`src/verilog/pixel_link_pkg.sv`:
```
// shared constants of the serial pixel link
package pixel_link_pkg;
    localparam int COLOUR_BITS       = 6;
    localparam int LANE_BITS         = 7;
    localparam int LANE_COUNT        = 3;
    localparam int SYS_CLK_MHZ       = 50;
    // nominal panel rate, for reference only; this link runs slower
    localparam int LINK_TYPICAL_KHZ  = 68900;
    // each serial bit holds for this many system clocks
    localparam int BIT_CYCLES        = 4;
    localparam int PIXEL_CYCLES      = LANE_BITS * BIT_CYCLES;
    localparam int CLOCK_HIGH_SLOT   = 3;

    typedef logic [4:0] count_t;
    typedef logic [LANE_BITS-1:0] lane_word_t;

    localparam count_t     PIXEL_LAST       = count_t'(PIXEL_CYCLES - 1);
    localparam count_t     CLOCK_HIGH_START = count_t'(CLOCK_HIGH_SLOT * BIT_CYCLES);
    localparam count_t     COUNT_MAX        = 5'h1F;
    localparam count_t     PERIOD_MIN       = count_t'(PIXEL_CYCLES - 2);
    localparam logic [1:0] BIT_LAST_PHASE   = 2'h3;
    localparam logic [1:0] SAMPLE_PHASE     = 2'h1;
    localparam lane_word_t WORD_RESET       = 7'h00;

    // positions inside the lane words, slot 0 is bit 6 and leaves first
    localparam int L0_GREEN_ZERO = 6;
    localparam int L1_BLUE_LOW   = 5;
    localparam int L2_QUALIFIER  = 6;
    localparam int L2_FRAME_SYNC = 5;
    localparam int L2_LINE_SYNC  = 4;
endpackage

```
`src/verilog/link_if.sv`:
```
// differential lanes and forwarded clock between host and panel
interface link_if;
    logic data_lane_zero_p;
    logic data_lane_zero_n;
    logic data_lane_one_p;
    logic data_lane_one_n;
    logic data_lane_two_p;
    logic data_lane_two_n;
    logic link_pixel_clock_p;
    logic link_pixel_clock_n;

    modport host_end (
        output data_lane_zero_p, data_lane_zero_n,
        output data_lane_one_p,  data_lane_one_n,
        output data_lane_two_p,  data_lane_two_n,
        output link_pixel_clock_p, link_pixel_clock_n
    );
    modport panel_end (
        input  data_lane_zero_p, data_lane_zero_n,
        input  data_lane_one_p,  data_lane_one_n,
        input  data_lane_two_p,  data_lane_two_n,
        input  link_pixel_clock_p, link_pixel_clock_n
    );
endinterface

```
`src/verilog/lane_receiver.sv`:
```
// one differential lane: synchroniser, receiver and shift register
module lane_receiver (
    input  wire logic                     sys_clk,
    input  wire logic                     rst_n,
    input  wire logic                     lane_p,
    input  wire logic                     lane_n,
    input  wire logic                     sample_strobe,
    output pixel_link_pkg::lane_word_t    word
);
    logic                       p_s1_q;
    logic                       p_s2_q;
    logic                       n_s1_q;
    logic                       n_s2_q;
    logic                       level;
    pixel_link_pkg::lane_word_t word_q;

    ////////////////////////////////////////////////////////////////////////
    // same two-flop delay as the clock lane keeps bits aligned to it
    always_ff @(posedge sys_clk or negedge rst_n) begin
        if (!rst_n) begin
            p_s1_q <= 1'b0;
            p_s2_q <= 1'b0;
            n_s1_q <= 1'b0;
            n_s2_q <= 1'b0;
        end else begin
            p_s1_q <= lane_p;
            p_s2_q <= p_s1_q;
            n_s1_q <= lane_n;
            n_s2_q <= n_s1_q;
        end
    end

    // both legs low (undriven) reads as zero
    assign level = p_s2_q & ~n_s2_q;

    always_ff @(posedge sys_clk or negedge rst_n) begin
        if (!rst_n) begin
            word_q <= pixel_link_pkg::WORD_RESET;
        end else if (sample_strobe) begin
            word_q <= {word_q[pixel_link_pkg::LANE_BITS-2:0], level};
        end
    end

    assign word = word_q;
endmodule

```
`src/verilog/panel_link_receiver.sv`:
```
// panel end: recovers pixels from three lanes and the forwarded clock
// How it works
// three colours, six bits, bit 5 MSB
// forwarded clock strobes pixels and qualifier
// host keeps data valid while qualifier high
// qualifier low means pixel not displayed
// host changes syncs only with link clock
// lane zero: red bits plus green zero
// lane one: green one-five, blue zero-one
// lane two: blue two-five, syncs, qualifier
// three differential data lanes plus clock lane
// host drives link low when panel off
// host sends 1280 by 800 at 60 Hz; this link moves one pixel per 28 system clocks, far below that rate
// seven bits per lane per clock period
module panel_link_receiver (
    input  wire logic        sys_clk,
    input  wire logic        rst_n,
    link_if.panel_end        link,
    output logic [5:0]       red_component,
    output logic [5:0]       green_component,
    output logic [5:0]       blue_component,
    output logic             active_video_qualifier,
    output logic             line_sync,
    output logic             frame_sync,
    output logic             pixel_valid
);
    // link lock state
    typedef enum logic [0:0] {
        LINK_IDLE   = 1'b0,
        LINK_LOCKED = 1'b1
    } lock_e;

    logic                       clk_p_s1_q;
    logic                       clk_p_s2_q;
    logic                       clk_n_s1_q;
    logic                       clk_n_s2_q;
    logic                       clk_prev_q;
    logic                       clk_level;
    logic                       clock_fall;
    logic                       clk_dead;
    logic                       clk_stopped;
    logic                       locked;
    lock_e                      lock_q;
    lock_e                      lock_d;
    pixel_link_pkg::count_t     cnt_q;
    logic                       sample_strobe;
    logic                       word_full;
    logic                       take;
    logic [2:0]                 lane_p;
    logic [2:0]                 lane_n;
    pixel_link_pkg::lane_word_t words [pixel_link_pkg::LANE_COUNT];
    logic [5:0]                 red_q;
    logic [5:0]                 green_q;
    logic [5:0]                 blue_q;
    logic                       qual_q;
    logic                       line_q;
    logic                       frame_q;
    logic                       valid_q;
    logic [5:0]                 red_w;
    logic [5:0]                 green_w;
    logic [5:0]                 blue_w;
    logic                       qual_w;
    logic                       line_w;
    logic                       frame_w;

    ////////////////////////////////////////////////////////////////////////
    // forwarded clock: synchronised, then its falling edge found
    always_ff @(posedge sys_clk or negedge rst_n) begin
        if (!rst_n) begin
            clk_p_s1_q <= 1'b0;
            clk_p_s2_q <= 1'b0;
            clk_n_s1_q <= 1'b0;
            clk_n_s2_q <= 1'b0;
            clk_prev_q <= 1'b0;
        end else begin
            clk_p_s1_q <= link.link_pixel_clock_p;
            clk_p_s2_q <= clk_p_s1_q;
            clk_n_s1_q <= link.link_pixel_clock_n;
            clk_n_s2_q <= clk_n_s1_q;
            clk_prev_q <= clk_level;
        end
    end

    assign clk_level  = clk_p_s2_q & ~clk_n_s2_q;
    assign clock_fall = clk_prev_q & ~clk_level;

    ////////////////////////////////////////////////////////////////////////
    // bit phase counter restarts at every falling edge
    always_ff @(posedge sys_clk or negedge rst_n) begin
        if (!rst_n) begin
            cnt_q <= 5'h00;
        end else if (clock_fall) begin
            cnt_q <= 5'h00;
        end else if (cnt_q != pixel_link_pkg::COUNT_MAX) begin
            cnt_q <= cnt_q + 5'h01;
        end
    end

    ////////////////////////////////////////////////////////////////////////
    // after reset, power loss or a stall the first fall only aligns
    assign clk_dead    = ~clk_p_s2_q & ~clk_n_s2_q;
    assign clk_stopped = (cnt_q == pixel_link_pkg::COUNT_MAX);
    assign locked      = (lock_q == LINK_LOCKED);

    always_comb begin
        lock_d = lock_q;
        case (lock_q)
            LINK_IDLE: begin
                if (clock_fall && !clk_dead) begin
                    lock_d = LINK_LOCKED;
                end
            end
            LINK_LOCKED: begin
                if (clk_dead || clk_stopped) begin
                    lock_d = LINK_IDLE;
                end
            end
            default: begin
                lock_d = LINK_IDLE;
            end
        endcase
    end

    always_ff @(posedge sys_clk or negedge rst_n) begin
        if (!rst_n) begin
            lock_q <= LINK_IDLE;
        end else begin
            lock_q <= lock_d;
        end
    end

    ////////////////////////////////////////////////////////////////////////
    // mid-bit sampling; a stopped clock yields no more than seven strobes
    assign sample_strobe = locked && (cnt_q[1:0] == pixel_link_pkg::SAMPLE_PHASE)
                           && (cnt_q < pixel_link_pkg::PIXEL_LAST);
    // short period means a glitch; a fall into an undriven pair is not a word
    assign word_full = locked && !clk_dead && !clk_stopped
                       && (cnt_q >= pixel_link_pkg::PERIOD_MIN);
    assign take      = clock_fall && word_full;

    // legs in lane order, lane zero lowest
    assign lane_p = {link.data_lane_two_p, link.data_lane_one_p, link.data_lane_zero_p};
    assign lane_n = {link.data_lane_two_n, link.data_lane_one_n, link.data_lane_zero_n};

    generate
        for (genvar i = 0; i < pixel_link_pkg::LANE_COUNT; i++) begin : g_lane
            lane_receiver u_lane (
                .sys_clk       (sys_clk),
                .rst_n         (rst_n),
                .lane_p        (lane_p[i]),
                .lane_n        (lane_n[i]),
                .sample_strobe (sample_strobe),
                .word          (words[i])
            );
        end
    endgenerate

    ////////////////////////////////////////////////////////////////////////
    // unpack lanes into colours
    assign red_w   = words[0][5:0];
    assign green_w = {words[1][4:0], words[0][pixel_link_pkg::L0_GREEN_ZERO]};
    assign blue_w  = {words[2][3:0], words[1][pixel_link_pkg::L1_BLUE_LOW +: 2]};
    // lane two also carries the syncs and the qualifier
    assign qual_w  = words[2][pixel_link_pkg::L2_QUALIFIER];
    assign line_w  = words[2][pixel_link_pkg::L2_LINE_SYNC];
    assign frame_w = words[2][pixel_link_pkg::L2_FRAME_SYNC];

    // colours hold the last captured pixel, displayed or not
    always_ff @(posedge sys_clk or negedge rst_n) begin
        if (!rst_n) begin
            red_q   <= 6'h00;
            green_q <= 6'h00;
            blue_q  <= 6'h00;
        end else if (take) begin
            red_q   <= red_w;
            green_q <= green_w;
            blue_q  <= blue_w;
        end
    end

    always_ff @(posedge sys_clk or negedge rst_n) begin
        if (!rst_n) begin
            qual_q  <= 1'b0;
            line_q  <= 1'b0;
            frame_q <= 1'b0;
        end else if (take) begin
            qual_q  <= qual_w;
            line_q  <= line_w;
            frame_q <= frame_w;
        end
    end

    // one pulse per displayable pixel
    always_ff @(posedge sys_clk or negedge rst_n) begin
        if (!rst_n) begin
            valid_q <= 1'b0;
        end else begin
            valid_q <= take && qual_w;
        end
    end

    assign red_component          = red_q;
    assign green_component        = green_q;
    assign blue_component         = blue_q;
    assign active_video_qualifier = qual_q;
    assign line_sync              = line_q;
    assign frame_sync             = frame_q;
    assign pixel_valid            = valid_q;
endmodule

```
`src/flat_wrapper.sv`:
```
// flat-port wrapper written by rule: the top's interface ports become plain ports
module panel_link_receiver_flat 
  (sys_clk, rst_n, red_component, green_component, blue_component, active_video_qualifier, line_sync, frame_sync, pixel_valid, link_data_lane_zero_p, link_data_lane_zero_n, link_data_lane_one_p, link_data_lane_one_n, link_data_lane_two_p, link_data_lane_two_n, link_link_pixel_clock_p, link_link_pixel_clock_n);
  link_if link_i ();
  input  wire logic sys_clk;
  input  wire logic rst_n;
  output logic [5:0] red_component;
  output logic [5:0] green_component;
  output logic [5:0] blue_component;
  output logic active_video_qualifier;
  output logic line_sync;
  output logic frame_sync;
  output logic pixel_valid;
  input wire logic [$bits(link_i.data_lane_zero_p)-1:0] link_data_lane_zero_p;
  input wire logic [$bits(link_i.data_lane_zero_n)-1:0] link_data_lane_zero_n;
  input wire logic [$bits(link_i.data_lane_one_p)-1:0] link_data_lane_one_p;
  input wire logic [$bits(link_i.data_lane_one_n)-1:0] link_data_lane_one_n;
  input wire logic [$bits(link_i.data_lane_two_p)-1:0] link_data_lane_two_p;
  input wire logic [$bits(link_i.data_lane_two_n)-1:0] link_data_lane_two_n;
  input wire logic [$bits(link_i.link_pixel_clock_p)-1:0] link_link_pixel_clock_p;
  input wire logic [$bits(link_i.link_pixel_clock_n)-1:0] link_link_pixel_clock_n;
  assign link_i.data_lane_zero_p = link_data_lane_zero_p;
  assign link_i.data_lane_zero_n = link_data_lane_zero_n;
  assign link_i.data_lane_one_p = link_data_lane_one_p;
  assign link_i.data_lane_one_n = link_data_lane_one_n;
  assign link_i.data_lane_two_p = link_data_lane_two_p;
  assign link_i.data_lane_two_n = link_data_lane_two_n;
  assign link_i.link_pixel_clock_p = link_link_pixel_clock_p;
  assign link_i.link_pixel_clock_n = link_link_pixel_clock_n;
  panel_link_receiver u_core (.sys_clk(sys_clk), .rst_n(rst_n), .link(link_i), .red_component(red_component), .green_component(green_component), .blue_component(blue_component), .active_video_qualifier(active_video_qualifier), .line_sync(line_sync), .frame_sync(frame_sync), .pixel_valid(pixel_valid));
endmodule
```
`config.mk`:
```
export PLATFORM = sky130hd
export DESIGN_NAME = panel_link_receiver_flat
export DESIGN_NICKNAME = d
export VERILOG_FILES = /design/src/verilog/pixel_link_pkg.sv /design/src/verilog/link_if.sv /design/src/verilog/lane_receiver.sv /design/src/verilog/panel_link_receiver.sv /design/src/flat_wrapper.sv
export SDC_FILE = /design/constraint.sdc
export NUM_CORES = 1
export LEC_CHECK = 0
export BUFFER_PORTS_ARGS = -buffer_cell sky130_fd_sc_hd__buf_4
export CAP_MARGIN = 20
export CORE_UTILIZATION = 60
export CTS_CLUSTER_SIZE = 25
export DETAILED_ROUTE_END_ITERATION = 7
export GPL_TIMING_DRIVEN = 1
export PLACE_DENSITY = 0.82
export SLEW_MARGIN = 10
export SYNTH_ARGS = -nofsm -noshare
export SYNTH_HDL_FRONTEND = slang
export SYNTH_SLANG_ARGS = --single-unit
```
`constraint.sdc`:
```
create_clock -name sys_clk -period 5.1 [get_ports sys_clk]
set_input_delay 0.51 -clock sys_clk [delete_from_list [all_inputs] [get_ports sys_clk]]
set_output_delay 0.51 -clock sys_clk [all_outputs]
set_load 0.01 [all_outputs]
```
==> metrics.txt, run 1 <==
overall routing resource usage=19.26%; die footprint=4295 um^2; EDFF count, synth=0; top cells by area, synth=dfrtp_1 68%, mux2_2 17%, mux2_1 2.3%; worst slack, placed=2.862 ns; setup bufs post-CTS=0; Fill cells=211; clk buf depth=2; CP Launch Type=flip-flop; DIE HEIGHT=65.54 um; hpwl dp=2172 um; CTS Hold Bufs=0; Clock Pin Slew Worst Setup and Hold Paths=0.07 ns; setup TNS=0 ns; CP Max Fanout=22; synth-to-layout area growth=19.73%; Critical Path AT=2.45 ns; Max VDD drop=0.3575 mV; CTS tree=built; synth cell count leaders=66 x dfrtp_1, 37 x mux2_2, 7 x nor2_1; Post-synth ARST share=100.0%; DRT antenna net count=0; average size of a mapped cell=16.37 um^2; Initial DRC Count=45; gr ovfl total=0; synthesis warning total=0; Pre-antenna DRT Iters=4; slew margin rel.=48.17%; sequential-to-total area share from yosys stat=68.18%; Routed WL=3376 um; HP Class=in -> async; Fin. Hold Viols=0; main flop type after synthesis=dfrtp_1; worst slew pin tran=0.7774 ns; post_cts resized=0; initial antenna violation count=0; Cell Pwr Density=446.1 nW/um^2; Initial Utilization=64.23%; Yosys top cell by area=dfrtp_1; DR WL/cell=14.07 um; Final setup viols=0; Die X=65.54 um; via count=1263; r2r worst-path depth=7; WP data required=5.31 ns; reg2reg start=u_core.cnt_q[0]; I/O pin cnt=32; Sink Count=66; Core ar.=3771 um^2; Yosys top cell area share=68.18%; Antenna Diode Count=0; largest net degree at the start of global routing=67; Cell Area, Synth=2422 um^2; Syn Inst Count=148; clk_skew=0.007010 ns; min Tclk post-route=2.244 ns; #FFs+latches synth=66; status=finished clean; H-tree lvl count=3; CP endpoint kind=flip-flop; max-cap check violation count=0; LEAKAGE=1.491 nW; Num CTS Buffers=9; vias in the first global route=1287; share of post-route cells with drive strength above 1=44.27%; Syn Nets=162; Synth cell types=23; final net count=201; Slew Limit Fails=0; period utilisation layout=44.00%; clock latency at the later pin of the worst-skew pair=0.33 ns; via-per-instance ratio=5.263; Crit. Startpoint=u_core.cnt_q[0]; Root Driver=clkbuf_8; RSZ-0062 raised after global routing=false; PnR worst setup slack=2.856 ns; max frequency=445.7 MHz; Setup CP Type=reg -> reg; port buffer count=31; first-pass GRT wire length=5837 um; RePlAce Congestion=0.7833; row count=22; DRC=0; most numerous cell in the Yosys netlist=dfrtp_1
[flip-flops by register name, summed over array words and instances (netlist names)]
| signal | cells |
|---|---|
| u_core.cnt_q | 5 |
| u_core.g_lane.u_lane.p_s1_q | 3 |
| u_core.lock_q | 1 |
| u_core.pixel_valid | 1 |
| u_core.green_component | 6 |
| u_core.active_video_qualifier | 1 |
| u_core.red_component | 6 |
| u_core.clk_p_s2_q | 1 |
| u_core.blue_component | 6 |
| u_core.g_lane.u_lane.n_s1_q | 3 |
| u_core.clk_prev_q | 1 |
| u_core.clk_n_s1_q | 1 |
| u_core.g_lane.u_lane.n_s2_q | 3 |
| u_core.g_lane.u_lane.word | 21 |
| u_core.clk_n_s2_q | 1 |
| u_core.line_sync | 1 |
| u_core.clk_p_s1_q | 1 |
| u_core.frame_sync | 1 |
| u_core.g_lane.u_lane.p_s2_q | 3 |
[per-layer routing]
layer	track usage (%)	routed length (um)
met4	13.04	93
met3	4.167	132
met2	28.61	1639
met1	25.52	1510
met5	0	0
[cell type report]
| cell class | instances | area [um^2] | area share, % |
|---|---|---|---|
| timing repair buffer | 33 | 247.7 | 8.542 |
| clock inverter | 2 | 60.06 | 2.071 |
| inverter | 2 | 7.507 | 0.2588 |
| sequential | 66 | 1652 | 56.95 |
| clock buffer | 14 | 152.6 | 5.263 |
| multi-input combinational | 75 | 720.7 | 24.85 |
| tap | 48 | 60.06 | 2.071 |
[power by group]
part | internal, mW | switching, mW
Clock | 0.290 | 0.174
Sequential | 0.610 | 0.0670
Combinational | 0.0892 | 0.0634
[layout by cell type, fill, tap and decap left out, drive strengths merged, types with 2 or more instances in the layout]
master and instances:
nor2b 6, nand2 2, mux2 42, clkbuf 14, xor2 2, a21oi 2
dfrtp 66, inv 2, buf 33, ha 4, nor2 7, bufinv 2
[through the flow]
step	util, %	cells	hold slack [ns]	total power [mW]	area, um^2
after global routing	76.91	240	0.2759	1.360	2900
after CTS	76.91	240	0.2757	1.307	2900
after floorplan	-	148	0.2144	0.7861	2422
final	76.91	240	0.2473	1.294	2900
after global placement	71.27	224	0.3320	0.8194	2688
after detailed placement	71.27	224	0.3347	0.8394	2688
[cell families (layout without fill, tap and decap cells)]
family | Yosys count | count (layout) | share of synthesized area (%)
buf+inv | 7 | 51 | 2.066
simple gates | 21 | 21 | 5.683
mux | 43 | 43 | 19.94
fa+ha+maj | 4 | 4 | 2.066
xor+xnor | 3 | 3 | 1.085
flops | 66 | 66 | 68.18
compound gates | 4 | 4 | 0.9817
[critical path: stages, from the launching register on]
cell,delay [ns]
dfrtp_1,0.45
ha_1,0.25
and3_1,0.15
ha_1,0.27
nand2b_4,0.19
nor4_4,0.11
buf_4,0.32
mux2_2,0.38
[worst paths after layout]
path | endpoint | slack [ns]
min | u_core.blue_component[1] | 0.25
max in group asynchronous | u_core.blue_component[2] | 4.32
max reg2reg | u_core.red_component[5] | 2.86
min reg2reg | u_core.g_lane[0].u_lane.n_s2_q | 0.35
max | u_core.red_component[5] | 2.86
min in group sys_clk | u_core.g_lane[0].u_lane.n_s1_q | 0.29
Power figures use the tool's default switching activity.
==> inputs of run 2 (changes only) <==
--- a/config.mk
+++ b/config.mk
@@ -7,11 +7,11 @@
 export LEC_CHECK = 0
 export BUFFER_PORTS_ARGS = -buffer_cell sky130_fd_sc_hd__buf_4
 export CAP_MARGIN = 20
-export CORE_UTILIZATION = 60
+export CORE_UTILIZATION = 56
 export CTS_CLUSTER_SIZE = 25
 export DETAILED_ROUTE_END_ITERATION = 7
 export GPL_TIMING_DRIVEN = 1
-export PLACE_DENSITY = 0.82
+export PLACE_DENSITY = 0.78
 export SLEW_MARGIN = 10
 export SYNTH_ARGS = -nofsm -noshare
 export SYNTH_HDL_FRONTEND = slang
==> constraint.sdc (replaced) <==
create_clock -name sys_clk -period 2.15 [get_ports sys_clk]
set_input_delay 0.215 -clock sys_clk [delete_from_list [all_inputs] [get_ports sys_clk]]
set_output_delay 0.215 -clock sys_clk [all_outputs]
set_load 0.01 [all_outputs]
==> metrics.txt, run 2 (synthesized netlist as in run 1, its figures left out) <==
status=finished clean; CP bufs+invs=1; final net count=213; DR WL/cell=14.38 um; worst slew pin tran=0.7920 ns; Root Driver=clkbuf_8; WP data required=2.37 ns; Clock Pin Slew Worst Setup and Hold Paths=0.07 ns; sequential power share=52.8%; Num CTS Buffers=9; first-pass GRT wire length=5851 um; Slew Limit Fails=0; worst hold slack=0.3421 ns; Initial DRC Count=86; r2r endpoint=u_core.red_component[4]; Internal=2.252 mW; Fin. Hold Viols=0; clk buf depth=2; setup TNS=0 ns; Hold Crit Depth=0; highest-count cells in the layout ignoring fill and taps=66 x dfrtp_1, 37 x mux2_2, 35 x buf_4; CP top delay family=simple AND/OR/NAND/NOR gates; DRC=0; r2r worst-path depth=7; CP endpoint kind=flip-flop; Critical Path AT=2.17 ns; worst slack, placed=0.1917 ns; Sink Count=66; Sw Ratio=25.26%; largest net degree at the start of global routing=67; via count=1283; Critical Path Most Common Cell=ha_1; Antenna Diode Count=0; Worst Setup EP=u_core.red_component[4]; synth-to-layout area growth=24.33%; LEAKAGE=1.538 nW; Pwr Total=3.013 mW; min Tclk post-route=1.950 ns; I/O pin cnt=32; CP Launch Type=flip-flop; RSZ-0062 raised after global routing=false; Core ar.=4086 um^2; PnR worst setup slack=0.2000 ns; DIE HEIGHT=67.77 um; reg2reg start=u_core.cnt_q[0]; critical path's largest stage delay=0.39 ns; Crit. Startpoint=u_core.cnt_q[0]; via-per-instance ratio=5.051; critical path depth=7; RePlAce Congestion=0.7062; clk_skew=0.009472 ns; max reg flops=21; slowest CP cell=dfrtp_1; Setup CP Type=reg -> reg; H-tree lvl count=3; Routed WL=3653 um; clock power share=33.6%; Finished Core Util=73.70%; Max VDD drop=0.6233 mV; vias in the first global route=1288; Fill cells=260; max frequency=512.8 MHz; row count=23; max-cap check violation count=0; HP Class=reg -> reg; P_sw=0.7612 mW; overall routing resource usage=18.79%; slew margin rel.=47.20%; die footprint=4593 um^2; port buffer count=31; gr ovfl total=0; CTS tree=built; crit path cell chain=ha_1, and3_1, ha_1, nand2b_4, nor4_4, buf_12, mux2_2; period utilisation layout=90.70%; share of post-route cells with drive strength above 1=44.12%; Die X=67.77 um; Cell Pwr Density=1001 nW/um^2; setup bufs post-CTS=0; clock latency at the later pin of the worst-skew pair=0.33 ns; Final setup viols=0; initial antenna violation count=0; hpwl dp=2352 um; Reg2Reg Setup Slack=0.20 ns; Initial Utilization=59.28%; DRT antenna net count=0; Comb power frac=13.6%; CP Max Fanout=22; Pre-antenna DRT Iters=5; commonest non-fill, non-tap cell in the layout=dfrtp_1
## run 2: cell count changes in the layout (fill, tap and decap cells not counted), sizes merged
cell / change
clkbuf: -2
clkinvlp: +1
bufinv: -1
dlygate4sd3: +9
buf: +3
clkinv: +2
## run 2: layer usage
layer | up-vias | GRT usage, % | wire [um]
li1 | 608 | - | -
met1 | 644 | 20.95 | 1555
met2 | 25 | 29.70 | 1888
met3 | 6 | 7.432 | 146
met4 | 0 | 12.24 | 63
met5 | - | 0 | 0
## run 2: how the worst min path moves through the flow
stage,startpoint,to,slack (ns)
floorplan,rst_n,u_core.active_video_qualifier,-0.08
global placement,link_data_lane_two_n,u_core.g_lane[2].u_lane.n_s1_q,0.32
detailed placement,link_data_lane_zero_n,u_core.g_lane[0].u_lane.n_s1_q,0.33
CTS,u_core.g_lane[0].u_lane.n_s1_q,u_core.g_lane[0].u_lane.n_s2_q,0.35
global route,u_core.g_lane[0].u_lane.n_s1_q,u_core.g_lane[0].u_lane.n_s2_q,0.35
finish,u_core.g_lane[0].u_lane.n_s1_q,u_core.g_lane[0].u_lane.n_s2_q,0.34
## run 2: power groups by stage
stage          Combinational (mW)  Clock, mW  Sequential, mW
2_1_floorplan               0.286          0            1.58
3_3_place_gp                0.374          0            1.59
3_5_place_dp                0.405          0            1.62
4_1_cts                     0.420       1.04            1.59
5_1_grt                     0.457       1.10            1.62
6_report                    0.410       1.01            1.59
## run 2: metrics by stage
step                cells  instance area, um^2
floorplan             148                 2422
global placement      229                 2725
detailed placement    229                 2725
CTS                   254                 3012
global route          254                 3012
finish                254                 3012
## run 2: layout make-up
cell class	count	area [um^2]	area share (%)
sequential	66	1652	54.84
multi-input combinational	75	720.7	23.93
timing repair buffer	45	372.9	12.38
clock buffer	12	145.1	4.819
tap	50	62.56	2.077
clock inverter	4	51.30	1.703
inverter	2	7.507	0.2493
## run 2: repair_timing
item                      in CTS  in global routing
hold endpoints to repair      74                  0
resized for setup              0                  0
hold buffers                   9                  0
